<file path="config.mk">
export PLATFORM = sky130hd
export DESIGN_NAME = measurement_irq_enable_clear
export DESIGN_NICKNAME = d
export VERILOG_FILES = /design/src/design/meas_irq_pkg.sv /design/src/design/measurement_irq_enable_clear.sv
export VERILOG_INCLUDE_DIRS = /design/src /design/src/design
export SDC_FILE = /design/constraint.sdc
export NUM_CORES = 1
export LEC_CHECK = 0
export BUFFER_PORTS_ARGS = -buffer_cell sky130_fd_sc_hd__buf_2
export CORE_ASPECT_RATIO = 0.5
export CORE_MARGIN = 2
export CORE_UTILIZATION = 57
export DETAILED_ROUTE_END_ITERATION = 8
export PLACE_DENSITY = 0.88
export SYNTH_ARGS = -nofsm -noshare
export SYNTH_HDL_FRONTEND = slang
export SYNTH_SLANG_ARGS = --single-unit
</file>
<file path="constraint.sdc">
create_clock -name clk_sys -period 3.9 [get_ports clk_sys]
set_clock_uncertainty 0.05 [all_clocks]
set_input_delay 0.78 -clock clk_sys [delete_from_list [all_inputs] [get_ports clk_sys]]
set_output_delay 0.78 -clock clk_sys [all_outputs]
set_load 0.02 [all_outputs]
</file>
<file path="src/design/meas_irq_consts.svh">
`ifndef MEAS_IRQ_CONSTS_SVH
`define MEAS_IRQ_CONSTS_SVH

// Register byte offsets (printed offsets are multiples of four)
`define OFS_ENABLE_A        10'h068
`define OFS_ENABLE_B        10'h10C
`define OFS_THRESH_CLEAR    10'h108
`define OFS_STATUS_A        10'h110
`define OFS_STATUS_B        10'h114
`define OFS_CLEAR_A         10'h118

// Implemented bit masks; every other position reads as zero
`define MASK_A              32'hFF03_1FFF
`define MASK_B              32'h0FFE_0FFE

// Field positions
`define POS_DIFF_LSB        24
`define POS_EXC_SEQ         17
`define POS_EXC_INT         16
`define POS_UPPER_LSB       17
`define POS_LOWER_LSB       1
`define POS_LOWER_MSB       11
`define POS_UPPER_MSB       27

`define RESET_WORD          32'h0000_0000

`endif

</file>
<file path="src/design/meas_irq_pkg.sv">
package meas_irq_pkg;

    // Generic 32-bit register word, used for the enable, status, clear and read data words
    typedef logic [31:0] word_t;

    typedef struct packed {
        logic [9:0]  addr;
        logic [31:0] wdata;
        logic        wr;
        logic        rd;
    } bus_req_t;

    typedef struct packed {
        word_t group_a;
        word_t group_b;
    } event_pair_t;

endpackage

</file>
<file path="src/design/measurement_irq_enable_clear.sv">
// What this block does
// - Writing one to upper clear bits 27..17 clears that upper threshold flag.
// - Writing one to lower clear bits 11..1 clears that lower threshold flag.
// - A zero written to any clear bit leaves its flag unchanged.
// - Reserved positions of clear and enable registers always read zero.
// - The threshold clear register resets to all zeros.
// - Enable A bits 31..24 enable differential unit 4..1 upper/lower events.
// - Enable A bit 17 gates exceptional sequence, bit 16 exceptional interrupt.
// - Enable A bits 12..0 gate port, monitor, supply and battery events.
// - Enable B bits 27..17 gate upper threshold events in channel order.
// - Enable B bits 11..1 gate lower threshold events, same order.
// - Enable one lets the event interrupt; zero blocks it.
// - Both enable registers reset to zero, all interrupts disabled.
// - Enable A decodes at 0x68, enable B at 0x10C.
`timescale 1ns/10ps
`include "meas_irq_consts.svh"

module measurement_irq_enable_clear (
    input  wire logic        clk_sys,
    input  wire logic        rst_b,
    input  wire logic [9:0]  addr,
    input  wire logic [31:0] wdata,
    input  wire logic        wr,
    input  wire logic        rd,
    output logic      [31:0] rdata,
    input  wire logic [31:0] event_a,
    input  wire logic [31:0] event_b,
    output logic             irq
);

    meas_irq_pkg::bus_req_t    req;
    meas_irq_pkg::event_pair_t ev;
    meas_irq_pkg::word_t       enable_a;
    meas_irq_pkg::word_t       enable_b;
    meas_irq_pkg::word_t       status_a;
    meas_irq_pkg::word_t       status_b;
    meas_irq_pkg::word_t       clear_a;
    meas_irq_pkg::word_t       clear_b;
    meas_irq_pkg::word_t       next_rdata;
    logic                      next_irq;

    assign req = '{addr: addr, wdata: wdata, wr: wr, rd: rd};
    assign ev  = '{group_a: event_a & `MASK_A, group_b: event_b & `MASK_B};

    // Clear strobes exist for one cycle only, no storage behind them
    always_comb begin
        clear_a = `RESET_WORD;
        clear_b = `RESET_WORD;
        if (req.wr && req.addr == `OFS_CLEAR_A) begin
            clear_a = req.wdata & `MASK_A;
        end
        if (req.wr && req.addr == `OFS_THRESH_CLEAR) begin
            clear_b = req.wdata & `MASK_B;
        end
    end

    // Enable registers
    always_ff @(posedge clk_sys or negedge rst_b) begin
        if (!rst_b) begin
            enable_a <= `RESET_WORD;
            enable_b <= `RESET_WORD;
        end else if (req.wr) begin
            if (req.addr == `OFS_ENABLE_A) begin
                enable_a <= req.wdata & `MASK_A;
            end
            if (req.addr == `OFS_ENABLE_B) begin
                enable_b <= req.wdata & `MASK_B;
            end
        end
    end

    // Sticky status: a new event wins over a clear in the same cycle
    always_ff @(posedge clk_sys or negedge rst_b) begin
        if (!rst_b) begin
            status_a <= `RESET_WORD;
            status_b <= `RESET_WORD;
        end else begin
            status_a <= (status_a & ~clear_a) | ev.group_a;
            status_b <= (status_b & ~clear_b) | ev.group_b;
        end
    end

    always_comb begin
        next_rdata = `RESET_WORD;
        if (req.rd) begin
            case (req.addr)
                `OFS_ENABLE_A: next_rdata = enable_a;
                `OFS_ENABLE_B: next_rdata = enable_b;
                `OFS_STATUS_A: next_rdata = status_a;
                `OFS_STATUS_B: next_rdata = status_b;
                default:       next_rdata = `RESET_WORD;
            endcase
        end
    end

    assign next_irq = |((status_a & enable_a) | (status_b & enable_b));

    always_ff @(posedge clk_sys or negedge rst_b) begin
        if (!rst_b) begin
            rdata <= `RESET_WORD;
        end else begin
            rdata <= next_rdata;
        end
    end

    always_ff @(posedge clk_sys or negedge rst_b) begin
        if (!rst_b) begin
            irq <= 1'b0;
        end else begin
            irq <= next_irq;
        end
    end

    localparam meas_irq_pkg::word_t keep_mask_a = `MASK_A;
    localparam meas_irq_pkg::word_t keep_mask_b = `MASK_B;

    a_irq_follows: assert property (@(posedge clk_sys)
        disable iff (!rst_b)
        irq == $past(next_irq))
        else $error("irq does not follow enabled status");

    a_enable_zero_block: assert property (@(posedge clk_sys)
        disable iff (!rst_b)
        (enable_a == 32'h0 && enable_b == 32'h0) |=> !irq)
        else $error("irq with all enables clear");

    a_event_beats_clear: assert property (@(posedge clk_sys)
        disable iff (!rst_b)
        (ev.group_b[`POS_UPPER_LSB] && clear_b[`POS_UPPER_LSB])
        |=> status_b[`POS_UPPER_LSB])
        else $error("clear beat a simultaneous event");

    a_upper_clear: assert property (@(posedge clk_sys)
        disable iff (!rst_b)
        (clear_b[20] && !ev.group_b[20]) |=> !status_b[20])
        else $error("upper clear failed");

    a_lower_clear: assert property (@(posedge clk_sys)
        disable iff (!rst_b)
        (clear_b[1] && !ev.group_b[1]) |=> !status_b[1])
        else $error("lower clear failed");

    a_zero_keeps: assert property (@(posedge clk_sys)
        disable iff (!rst_b)
        (status_b[11] && !clear_b[11]) |=> status_b[11])
        else $error("flag lost without clear");

    a_reserved_zero: assert property (@(posedge clk_sys)
        disable iff (!rst_b)
        (enable_a & ~`MASK_A) == 32'h0 && (enable_b & ~`MASK_B) == 32'h0)
        else $error("reserved enable bit set");

    a_clear_masked: assert property (@(posedge clk_sys)
        disable iff (!rst_b)
        (clear_b & ~keep_mask_b) == 32'h0)
        else $error("reserved clear bit acted");

    a_enable_readback: assert property (@(posedge clk_sys)
        disable iff (!rst_b)
        (req.rd && req.addr == `OFS_ENABLE_B) |=> rdata == $past(enable_b))
        else $error("enable b readback wrong");

    a_clear_reads_zero: assert property (@(posedge clk_sys)
        disable iff (!rst_b)
        (req.rd && req.addr == `OFS_THRESH_CLEAR) |=> rdata == 32'h0)
        else $error("clear register read nonzero");

    a_enable_a_write: assert property (@(posedge clk_sys)
        disable iff (!rst_b)
        (req.wr && req.addr == `OFS_ENABLE_A)
        |=> enable_a == ($past(req.wdata) & `MASK_A))
        else $error("enable a write did not land");

    a_enable_b_write: assert property (@(posedge clk_sys)
        disable iff (!rst_b)
        (req.wr && req.addr == `OFS_ENABLE_B)
        |=> enable_b == ($past(req.wdata) & `MASK_B))
        else $error("enable b write did not land");

    a_readback_a: assert property (@(posedge clk_sys)
        disable iff (!rst_b)
        (req.rd && req.addr == `OFS_ENABLE_A) |=> rdata == $past(enable_a))
        else $error("enable a readback wrong");

    a_status_a_read: assert property (@(posedge clk_sys)
        disable iff (!rst_b)
        (req.rd && req.addr == `OFS_STATUS_A) |=> rdata == $past(status_a))
        else $error("status a readback wrong");

    a_status_b_read: assert property (@(posedge clk_sys)
        disable iff (!rst_b)
        (req.rd && req.addr == `OFS_STATUS_B) |=> rdata == $past(status_b))
        else $error("status b readback wrong");

    a_clear_a_zero: assert property (@(posedge clk_sys)
        disable iff (!rst_b)
        (req.rd && req.addr == `OFS_CLEAR_A) |=> rdata == 32'h0)
        else $error("clear a register read nonzero");

    a_idle_rdata: assert property (@(posedge clk_sys)
        disable iff (!rst_b)
        !req.rd |=> rdata == 32'h0)
        else $error("read data outside a read cycle");

    a_status_wr_ignored: assert property (@(posedge clk_sys)
        disable iff (!rst_b)
        (req.wr && req.addr == `OFS_STATUS_B)
        |=> ($past(status_b) & ~status_b) == 32'h0)
        else $error("write to status dropped a flag");

    a_irq_drop: assert property (@(posedge clk_sys)
        disable iff (!rst_b)
        ((status_a & enable_a) == 32'h0 && (status_b & enable_b) == 32'h0)
        |=> !irq)
        else $error("irq stayed high with no enabled flag");

    a_exc_seq_gate: assert property (@(posedge clk_sys)
        disable iff (!rst_b)
        (status_a[`POS_EXC_SEQ] && enable_a[`POS_EXC_SEQ]) |=> irq)
        else $error("exceptional sequence flag gave no irq");

    a_diff_gate: assert property (@(posedge clk_sys)
        disable iff (!rst_b)
        (status_a[`POS_DIFF_LSB] && enable_a[`POS_DIFF_LSB]) |=> irq)
        else $error("differential flag gave no irq");

    a_port20_gate: assert property (@(posedge clk_sys)
        disable iff (!rst_b)
        (status_a[12] && enable_a[12]) |=> irq)
        else $error("port flag gave no irq");

    a_supply_up_gate: assert property (@(posedge clk_sys)
        disable iff (!rst_b)
        (status_b[`POS_UPPER_LSB] && enable_b[`POS_UPPER_LSB]) |=> irq)
        else $error("supply upper flag gave no irq");

    a_supply_lo_gate: assert property (@(posedge clk_sys)
        disable iff (!rst_b)
        (status_b[`POS_LOWER_LSB] && enable_b[`POS_LOWER_LSB]) |=> irq)
        else $error("supply lower flag gave no irq");

    // Every lower threshold channel, one bit at a time
    for (genvar gl = `POS_LOWER_LSB; gl <= `POS_LOWER_MSB; gl++) begin : g_low
        a_low_bit_clear: assert property (@(posedge clk_sys)
            disable iff (!rst_b)
            (clear_b[gl] && !ev.group_b[gl]) |=> !status_b[gl])
            else $error("lower threshold flag not cleared");

        a_low_bit_keep: assert property (@(posedge clk_sys)
            disable iff (!rst_b)
            (status_b[gl] && !clear_b[gl]) |=> status_b[gl])
            else $error("lower threshold flag lost");

        a_low_bit_event: assert property (@(posedge clk_sys)
            disable iff (!rst_b)
            ev.group_b[gl] |=> status_b[gl])
            else $error("lower threshold event not latched");

        a_low_bit_gate: assert property (@(posedge clk_sys)
            disable iff (!rst_b)
            (status_b[gl] && enable_b[gl]) |=> irq)
            else $error("enabled lower flag gave no irq");
    end

    // Every upper threshold channel, one bit at a time
    for (genvar gu = `POS_UPPER_LSB; gu <= `POS_UPPER_MSB; gu++) begin : g_up
        a_up_bit_clear: assert property (@(posedge clk_sys)
            disable iff (!rst_b)
            (clear_b[gu] && !ev.group_b[gu]) |=> !status_b[gu])
            else $error("upper threshold flag not cleared");

        a_up_bit_keep: assert property (@(posedge clk_sys)
            disable iff (!rst_b)
            (status_b[gu] && !clear_b[gu]) |=> status_b[gu])
            else $error("upper threshold flag lost");

        a_up_bit_event: assert property (@(posedge clk_sys)
            disable iff (!rst_b)
            ev.group_b[gu] |=> status_b[gu])
            else $error("upper threshold event not latched");

        a_up_bit_gate: assert property (@(posedge clk_sys)
            disable iff (!rst_b)
            (status_b[gu] && enable_b[gu]) |=> irq)
            else $error("enabled upper flag gave no irq");
    end

    // First event group, one bit at a time
    for (genvar ga = 0; ga < 32; ga++) begin : g_grp_a
        a_grp_a_reserved: assert property (@(posedge clk_sys)
            disable iff (!rst_b)
            !keep_mask_a[ga] |-> (!enable_a[ga] && !status_a[ga]))
            else $error("reserved group a bit set");

        a_grp_a_gate: assert property (@(posedge clk_sys)
            disable iff (!rst_b)
            (status_a[ga] && enable_a[ga]) |=> irq)
            else $error("enabled group a flag gave no irq");

        a_grp_a_clear: assert property (@(posedge clk_sys)
            disable iff (!rst_b)
            (clear_a[ga] && !ev.group_a[ga]) |=> !status_a[ga])
            else $error("group a flag not cleared");

        a_grp_a_keep: assert property (@(posedge clk_sys)
            disable iff (!rst_b)
            (status_a[ga] && !clear_a[ga]) |=> status_a[ga])
            else $error("group a flag lost");
    end

    // Second event group: reserved positions and gating
    for (genvar gb = 0; gb < 32; gb++) begin : g_grp_b
        a_grp_b_reserved: assert property (@(posedge clk_sys)
            disable iff (!rst_b)
            !keep_mask_b[gb] |-> (!enable_b[gb] && !status_b[gb]))
            else $error("reserved group b bit set");

        a_grp_b_gate: assert property (@(posedge clk_sys)
            disable iff (!rst_b)
            (status_b[gb] && enable_b[gb]) |=> irq)
            else $error("enabled group b flag gave no irq");
    end

    // Enable bits change only on a write to their own register
    for (genvar ge = 0; ge < 32; ge++) begin : g_en
        a_en_a_hold: assert property (@(posedge clk_sys)
            disable iff (!rst_b)
            !(req.wr && req.addr == `OFS_ENABLE_A) |=> $stable(enable_a[ge]))
            else $error("enable a bit changed without a write");

        a_en_b_hold: assert property (@(posedge clk_sys)
            disable iff (!rst_b)
            !(req.wr && req.addr == `OFS_ENABLE_B) |=> $stable(enable_b[ge]))
            else $error("enable b bit changed without a write");
    end

    c_irq_raised: cover property (@(posedge clk_sys) disable iff (!rst_b)
        !irq ##1 irq);
    c_irq_dropped: cover property (@(posedge clk_sys) disable iff (!rst_b)
        irq ##1 !irq);
    c_clear_collide: cover property (@(posedge clk_sys) disable iff (!rst_b)
        |(clear_b & ev.group_b));
    c_group_a_irq: cover property (@(posedge clk_sys) disable iff (!rst_b)
        |(status_a & enable_a));
    c_zero_write: cover property (@(posedge clk_sys) disable iff (!rst_b)
        req.wr && req.addr == `OFS_THRESH_CLEAR && req.wdata == 32'h0);

endmodule

</file>
==> flow_summary.toml, run 1 <==
[cells_and_area]
fin_nets = 677
drive_gt1_share_pct = 33.0
final_common_cell = "dfrtp_1"
multi_input_area_mm2 = 0.00223
regArea_mm2 = 0.00300
fillCellCount = 568
final_cell_mix = "dfrtp_1 (120), buf_2 (116), nand2_1 (63), a21o_1 (45), mux2_2 (25)"
fin_util_pct = 74.4
diodes = 0
syn_to_final_growth_pct = 24.1

[synthesis]
yosysSeqAreaShare_pct = 56.2
synth_compound_area_share_pct = 16.6
avgSynthCellArea_um2 = 12.0
synth_mux_area_share_pct = 12.5
synth_top_area_share_pct = 56.2
syn_inst = 447
synth_top_area_cell = "dfrtp_1"
synth-xor-area-share_pct = 0
synth_warnings = 0
syn_area_mm2 = 0.00535
synthTopCellsByArea = "dfrtp_1 (56%), a21o_1 (6.3%), mux2_2 (5.3%), nand2_1 (4.4%), mux2_1 (4.2%)"
synth_top_family_by_area = "compound AO/OA/AOI/OAI gates"
synth-simple-area-share_pct = 12.3
synthAdderAreaFrac_pct = 0
synth-seq-cells = 120
ys_types = 35

[global_routing]
grt_pass1_wl_um = 24800
grt_max_degree = 72
grt_pass1_vias = 4490
antenna_found_initial = 0
globalRouteTotalUtil_pct = 33.1
grt_overflow = 0

[route]
drt_first_pass_iters = 6
wl_met2_um = 7350
vias = 4480
post_drt_wl_per_cell_um = 22.5
wirelength_um = 15600
highest_layer = "met4"
wl_met3_um = 1590
drt.antenna.violating_nets = 0
met1_length_um = 6110
vias_per_cell = 6.44
drt_iter0_markers = 477
route.detailed.drc = 0

[timing]
max_slew_margin_pct = 40.1
period_needed_ns = 2.71
setup_viol = 0
hold_viol_final = 0
fin_tns_setup_ns = 0
slew_violations = 0
whs_ns = 0.438
fmax_ghz = 0.368
fin_crit_sh_pct = 69.6
tightestPinTransition_ns = 0.898
rsz0062_at_grt = "no"

[clock_tree]
cts_sinks = 120
clk_pin_slew_worst_paths_ns = 0.05
postCtsHoldBufs = 0
cts-buffers-inserted = 17
post_cts_buffers = 0
cts_tree = "yes"
cts.path.max_buffers = 2
ctsHtreeMaxLevel = 4
clock_latency_ns = 0.42
root_buffer = "clkbuf_16"
cts_resized = 0

[power_and_ir_drop]
peakVddDrop_mv = 0.348
powerDensity_mw_per_mm2 = 443
fin_total_pwr_mw = 2.94
p_leak_nw = 3.02

[critical_path]
path_cells = "buf_2 -> or4b_1 -> buf_4 -> nor4b_2 -> nand4b_1 -> a21boi_0"
crit_family = "simple AND/OR/NAND/NOR gates"
worstPathMaxFanout = 18
slowest_delay_ns = 0.71
worstPathBufferInverterCount = 2
required_ns = 4.15
startpoint = "addr[5]"
cpMaxStageDelayCell = "nor4b_2"
rr_startpoint = "enable_a[31]"
critPathLaunchType = "input port"
worstSetupEndpointType = "flop"
arrival_ns = 2.96
crit_type = "in -> reg"

[die]
start_util_pct = 60.0
die_h_um = 72.5
core-area_mm2 = 0.00892
die_x_um = 141
dieArea_mm2 = 0.0102
rows = 24
ios = 143

[run]
max_cap_violations = 0

[outcome]
status = "finished clean"

[place]
gp_congestion = 0.849
dp_hpwl_um = 9630
io_buffers = 117

[min_path]
min_path_type = "in -> async"
==> per-stage QoR <==
| stage | instance area (um^2) | cells | setup slack [ns] |
|---|---|---|---|
| 6_report | 6640 | 696 | 1.19 |
| 5_1_grt | 6640 | 696 | 1.10 |
| 2_1_floorplan | 5360 | 449 | 1.45 |
| 3_3_place_gp | 6070 | 665 | 0.927 |
| 4_1_cts | 6640 | 696 | 1.28 |
| 3_5_place_dp | 6070 | 665 | 0.855 |
==> synthesized netlist by cell type (all sizes together) <==
library cell	instances
dfrtp	120
nand2	64
a21o	45
mux2	45
a32oi	20
a21boi	19
nor2	17
clkbuf	16
mux2i	16
a22oi	13
buf	13
nor2b	11
a221oi	7
a22o	7
nor3b	6
nand3	5
and3b	3
nand4	3
nand4b	3
nor3	3
or4	3
nor4b	2
or4b	2
a222oi	1
conb	1
nand3b	1
nor4	1
==> worst register-to-register path: cells and delay by family, from the launching register on <==
kind / cells / cell delay [ns]
AOI/OAI and AO/OA: 2 / 0.54
DFF: 1 / 0.44
and+or+nand+nor: 2 / 0.74
==> flip-flops by register name (all words and copies together), names as in the netlist <==
name	cells
irq	1
status_b	22
status_a	23
enable_b	22
rdata	29
enable_a	23
==> final timing paths <==
path	end	slack, ns	cells past startpoint
worst min-delay path	status_a[3]	0.44	1
worst max-delay path	rdata[21]	1.19	6
max in group asynchronous	rdata[18]	2.57	2
worst max register to register	irq	2.01	4
worst min register to register	status_b[26]	0.46	1
min in group clk_sys	status_b[26]	0.46	1
==> final cells by class <==
cell class | count | share of cell area (%)
multi-input combinational | 300 | 33.6
clock buffer | 21 | 6.94
sequential | 120 | 45.3
timing repair buffer | 128 | 10.5
clock inverter | 10 | 1.55
tap | 117 | 2.21
==> cells by family (layout without fill, tap and decap cells) <==
logic type      after synthesis  after routing
simple gates                124            124
flops                       120            120
compound gates              112            112
mux                          61             61
buf+inv                      29            159
other cells                   1              3
==> per-layer routing <==
layer	vias to the layer above	global-route usage [%]
met3	68	9.44
met4	0	16.6
met5	-	0
li1	1882	-
met1	2195	42.1
met2	335	53.3
==> power by group <==
group          leakage [nW]  total (mW)  switching (mW)  internal, mW
sequential             1.44        1.27         0.00865          1.26
combinational          1.30       0.169           0.103        0.0667
clock                 0.282        1.50           0.543         0.959
total                  3.02        2.94           0.655          2.28
Power figures use the tool's default switching activity.
==> inputs of run 2 (changes only) <==
CORE_UTILIZATION = 53   (was 57)
PLACE_DENSITY = 0.82   (was 0.88)
clock period = 2.8 ns   (was 3.9 ns; I/O delays follow)
==> run 2 against run 1 <==
  * Design area is 1.6% higher
  * Setup slack worse by 0.45 ns
  * First-iteration DRC count is 5.2% lower
  * Clock power is 48% higher
  * Final cell count is 3.7% higher
  * Die area is 7.2% higher
  * Via count is 5.6% lower
  * Sequential share of layout area is 0.71 points lower
  * Core utilization is 4.4 points lower
  * Largest power group unchanged
==> flow_summary.toml, run 2 (synthesis gave the netlist of run 1 again) <==
[clock_tree]
cts_tree = "yes"
post_cts_buffers = 0
ctsHtreeMaxLevel = 4
cts-buffers-inserted = 17
clock_latency_ns = 0.41
cts.path.max_buffers = 2
cts_sinks = 120
cts_resized = 0
postCtsHoldBufs = 0
clk_pin_slew_worst_paths_ns = 0.06
root_buffer = "clkbuf_16"

[route]
drt_first_pass_iters = 5
drt_iter0_markers = 452
drt.antenna.violating_nets = 0
vias = 4229
wirelength_um = 14300
route.detailed.drc = 0
vias_per_cell = 5.86
post_drt_wl_per_cell_um = 19.8

[power_and_ir_drop]
clkPwrFrac_pct = 52.6
swShare_pct = 22.0
p_int_mw = 3.29
p_sw_mw = 0.930
powerDensity_mw_per_mm2 = 626
p_seq_share_pct = 41.8
peakVddDrop_mv = 0.364
fin_total_pwr_mw = 4.22
combinationalPowerShare_pct = 5.6
p_leak_nw = 3.07

[timing]
tightestPinTransition_ns = 0.544
max_slew_margin_pct = 63.7
whs_ns = 0.0490
fin_crit_sh_pct = 73.6
hold_viol_final = 0
fmax_ghz = 0.485
rsz0062_at_grt = "no"
fin_tns_setup_ns = 0
setup_viol = 0
period_needed_ns = 2.06
slew_violations = 0

[die]
dieArea_mm2 = 0.0110
die_h_um = 75.0
die_x_um = 146
rows = 25
core-area_mm2 = 0.00963
ios = 143
start_util_pct = 55.5

[cells_and_area]
reg_top3 = "rdata (29), enable_a (23), status_a (23)"
final_common_cell = "dfrtp_1"
diodes = 0
largest_register_ffs = 29
largest-register = "rdata"
fin_nets = 684
fin_util_pct = 70.0
final_cell_mix = "dfrtp_1 (120), buf_2 (116), nand2_1 (63), a21o_1 (45), mux2_2 (25)"
drive_gt1_share_pct = 34.1
syn_to_final_growth_pct = 26.0
fillCellCount = 683

[critical_path]
path_cells = "buf_2 -> or4_1 -> nor4_4 -> nand3_2 -> buf_4 -> mux2_2"
crit_type = "in -> reg"
slowest_delay_ns = 0.62
arrival_ns = 2.30
critPathLaunchType = "input port"
worstPathBufferInverterCount = 2
required_ns = 3.04
worstPathMaxFanout = 22
crit_family = "simple AND/OR/NAND/NOR gates"
cpMaxStageDelayCell = "or4_1"
worstSetupEndpointType = "flop"

[global_routing]
grt_overflow = 0
antenna_found_initial = 0
grt_pass1_vias = 4238
globalRouteTotalUtil_pct = 27.7
grt_max_degree = 54
grt_pass1_wl_um = 22500

[place]
gp_congestion = 0.879
dp_hpwl_um = 9340
io_buffers = 117

[outcome]
status = "finished clean"

[run]
max_cap_violations = 0

[min_path]
min_path_type = "in -> async"
-- run 2: cell count changes in the layout (fill, tap and decap cells not counted) --
cell / change
buf_4: +8
clkinv_2: -2
clkinv_4: +2
buf_12: -1
bufinv_16: +1
clkbuf_1: -1
inv_6: +1
-- run 2: power by group through the flow --
stage                     clock, mW  combinational [mW]  sequential (mW)
after floorplan                   0              0.0785             1.80
after global placement            0               0.227             1.79
after detailed placement          0               0.232             1.79
after CTS                      2.24               0.234             1.76
after global routing           2.34               0.255             1.76
final                          2.22               0.235             1.76
-- run 2: routing by layer --
layer / global-route usage [%] / vias to the layer above / wire length [um]
met5: 0 / - / 0
met4: 8.74 / 0 / 246
met3: 9.88 / 23 / 1290
met2: 44.4 / 193 / 6590
met1: 36.4 / 2121 / 6180
li1: - / 1892 / -
-- run 2: worst register-to-register path: cells and delay by family, from the launching register on --
kind | cells | cell delay [ns]
AND/OR/NAND/NOR | 2 | 0.74
flip-flops | 1 | 0.43
AO/OA/AOI/OAI | 2 | 0.67
-- run 2: layout make-up --
cell class	instances	area, um^2	share of cell area [%]
flip-flops and latches	120	3000	44.6
multi-input cells	300	2230	33.0
repair buffers	135	736	10.9
clock buffers	20	457	6.78
well taps	135	169	2.51
clock inverters	12	149	2.21
-- run 2: metrics by stage --
step | instance area [um^2] | std cells | setup slack (ns)
2_1_floorplan | 5360 | 449 | 0.570
3_3_place_gp | 6130 | 690 | 0.403
3_5_place_dp | 6130 | 690 | 0.368
4_1_cts | 6740 | 722 | 0.737
5_1_grt | 6740 | 722 | 0.661
6_report | 6740 | 722 | 0.740
-- run 2: worst paths after layout --
check / from / endpoint / slack [ns] / cells past startpoint
worst max-delay path: addr[5] / enable_b[18] / 0.74 / 6
worst min-delay path: rst_b / enable_a[6] / 0.05 / 1
worst max register to register: status_b[3] / irq / 0.78 / 4
worst min register to register: status_b[4] / status_b[4] / 0.46 / 1
max in group asynchronous: rst_b / status_a[12] / 1.84 / 2
min in group clk_sys: event_a[4] / status_a[4] / 0.27 / 2
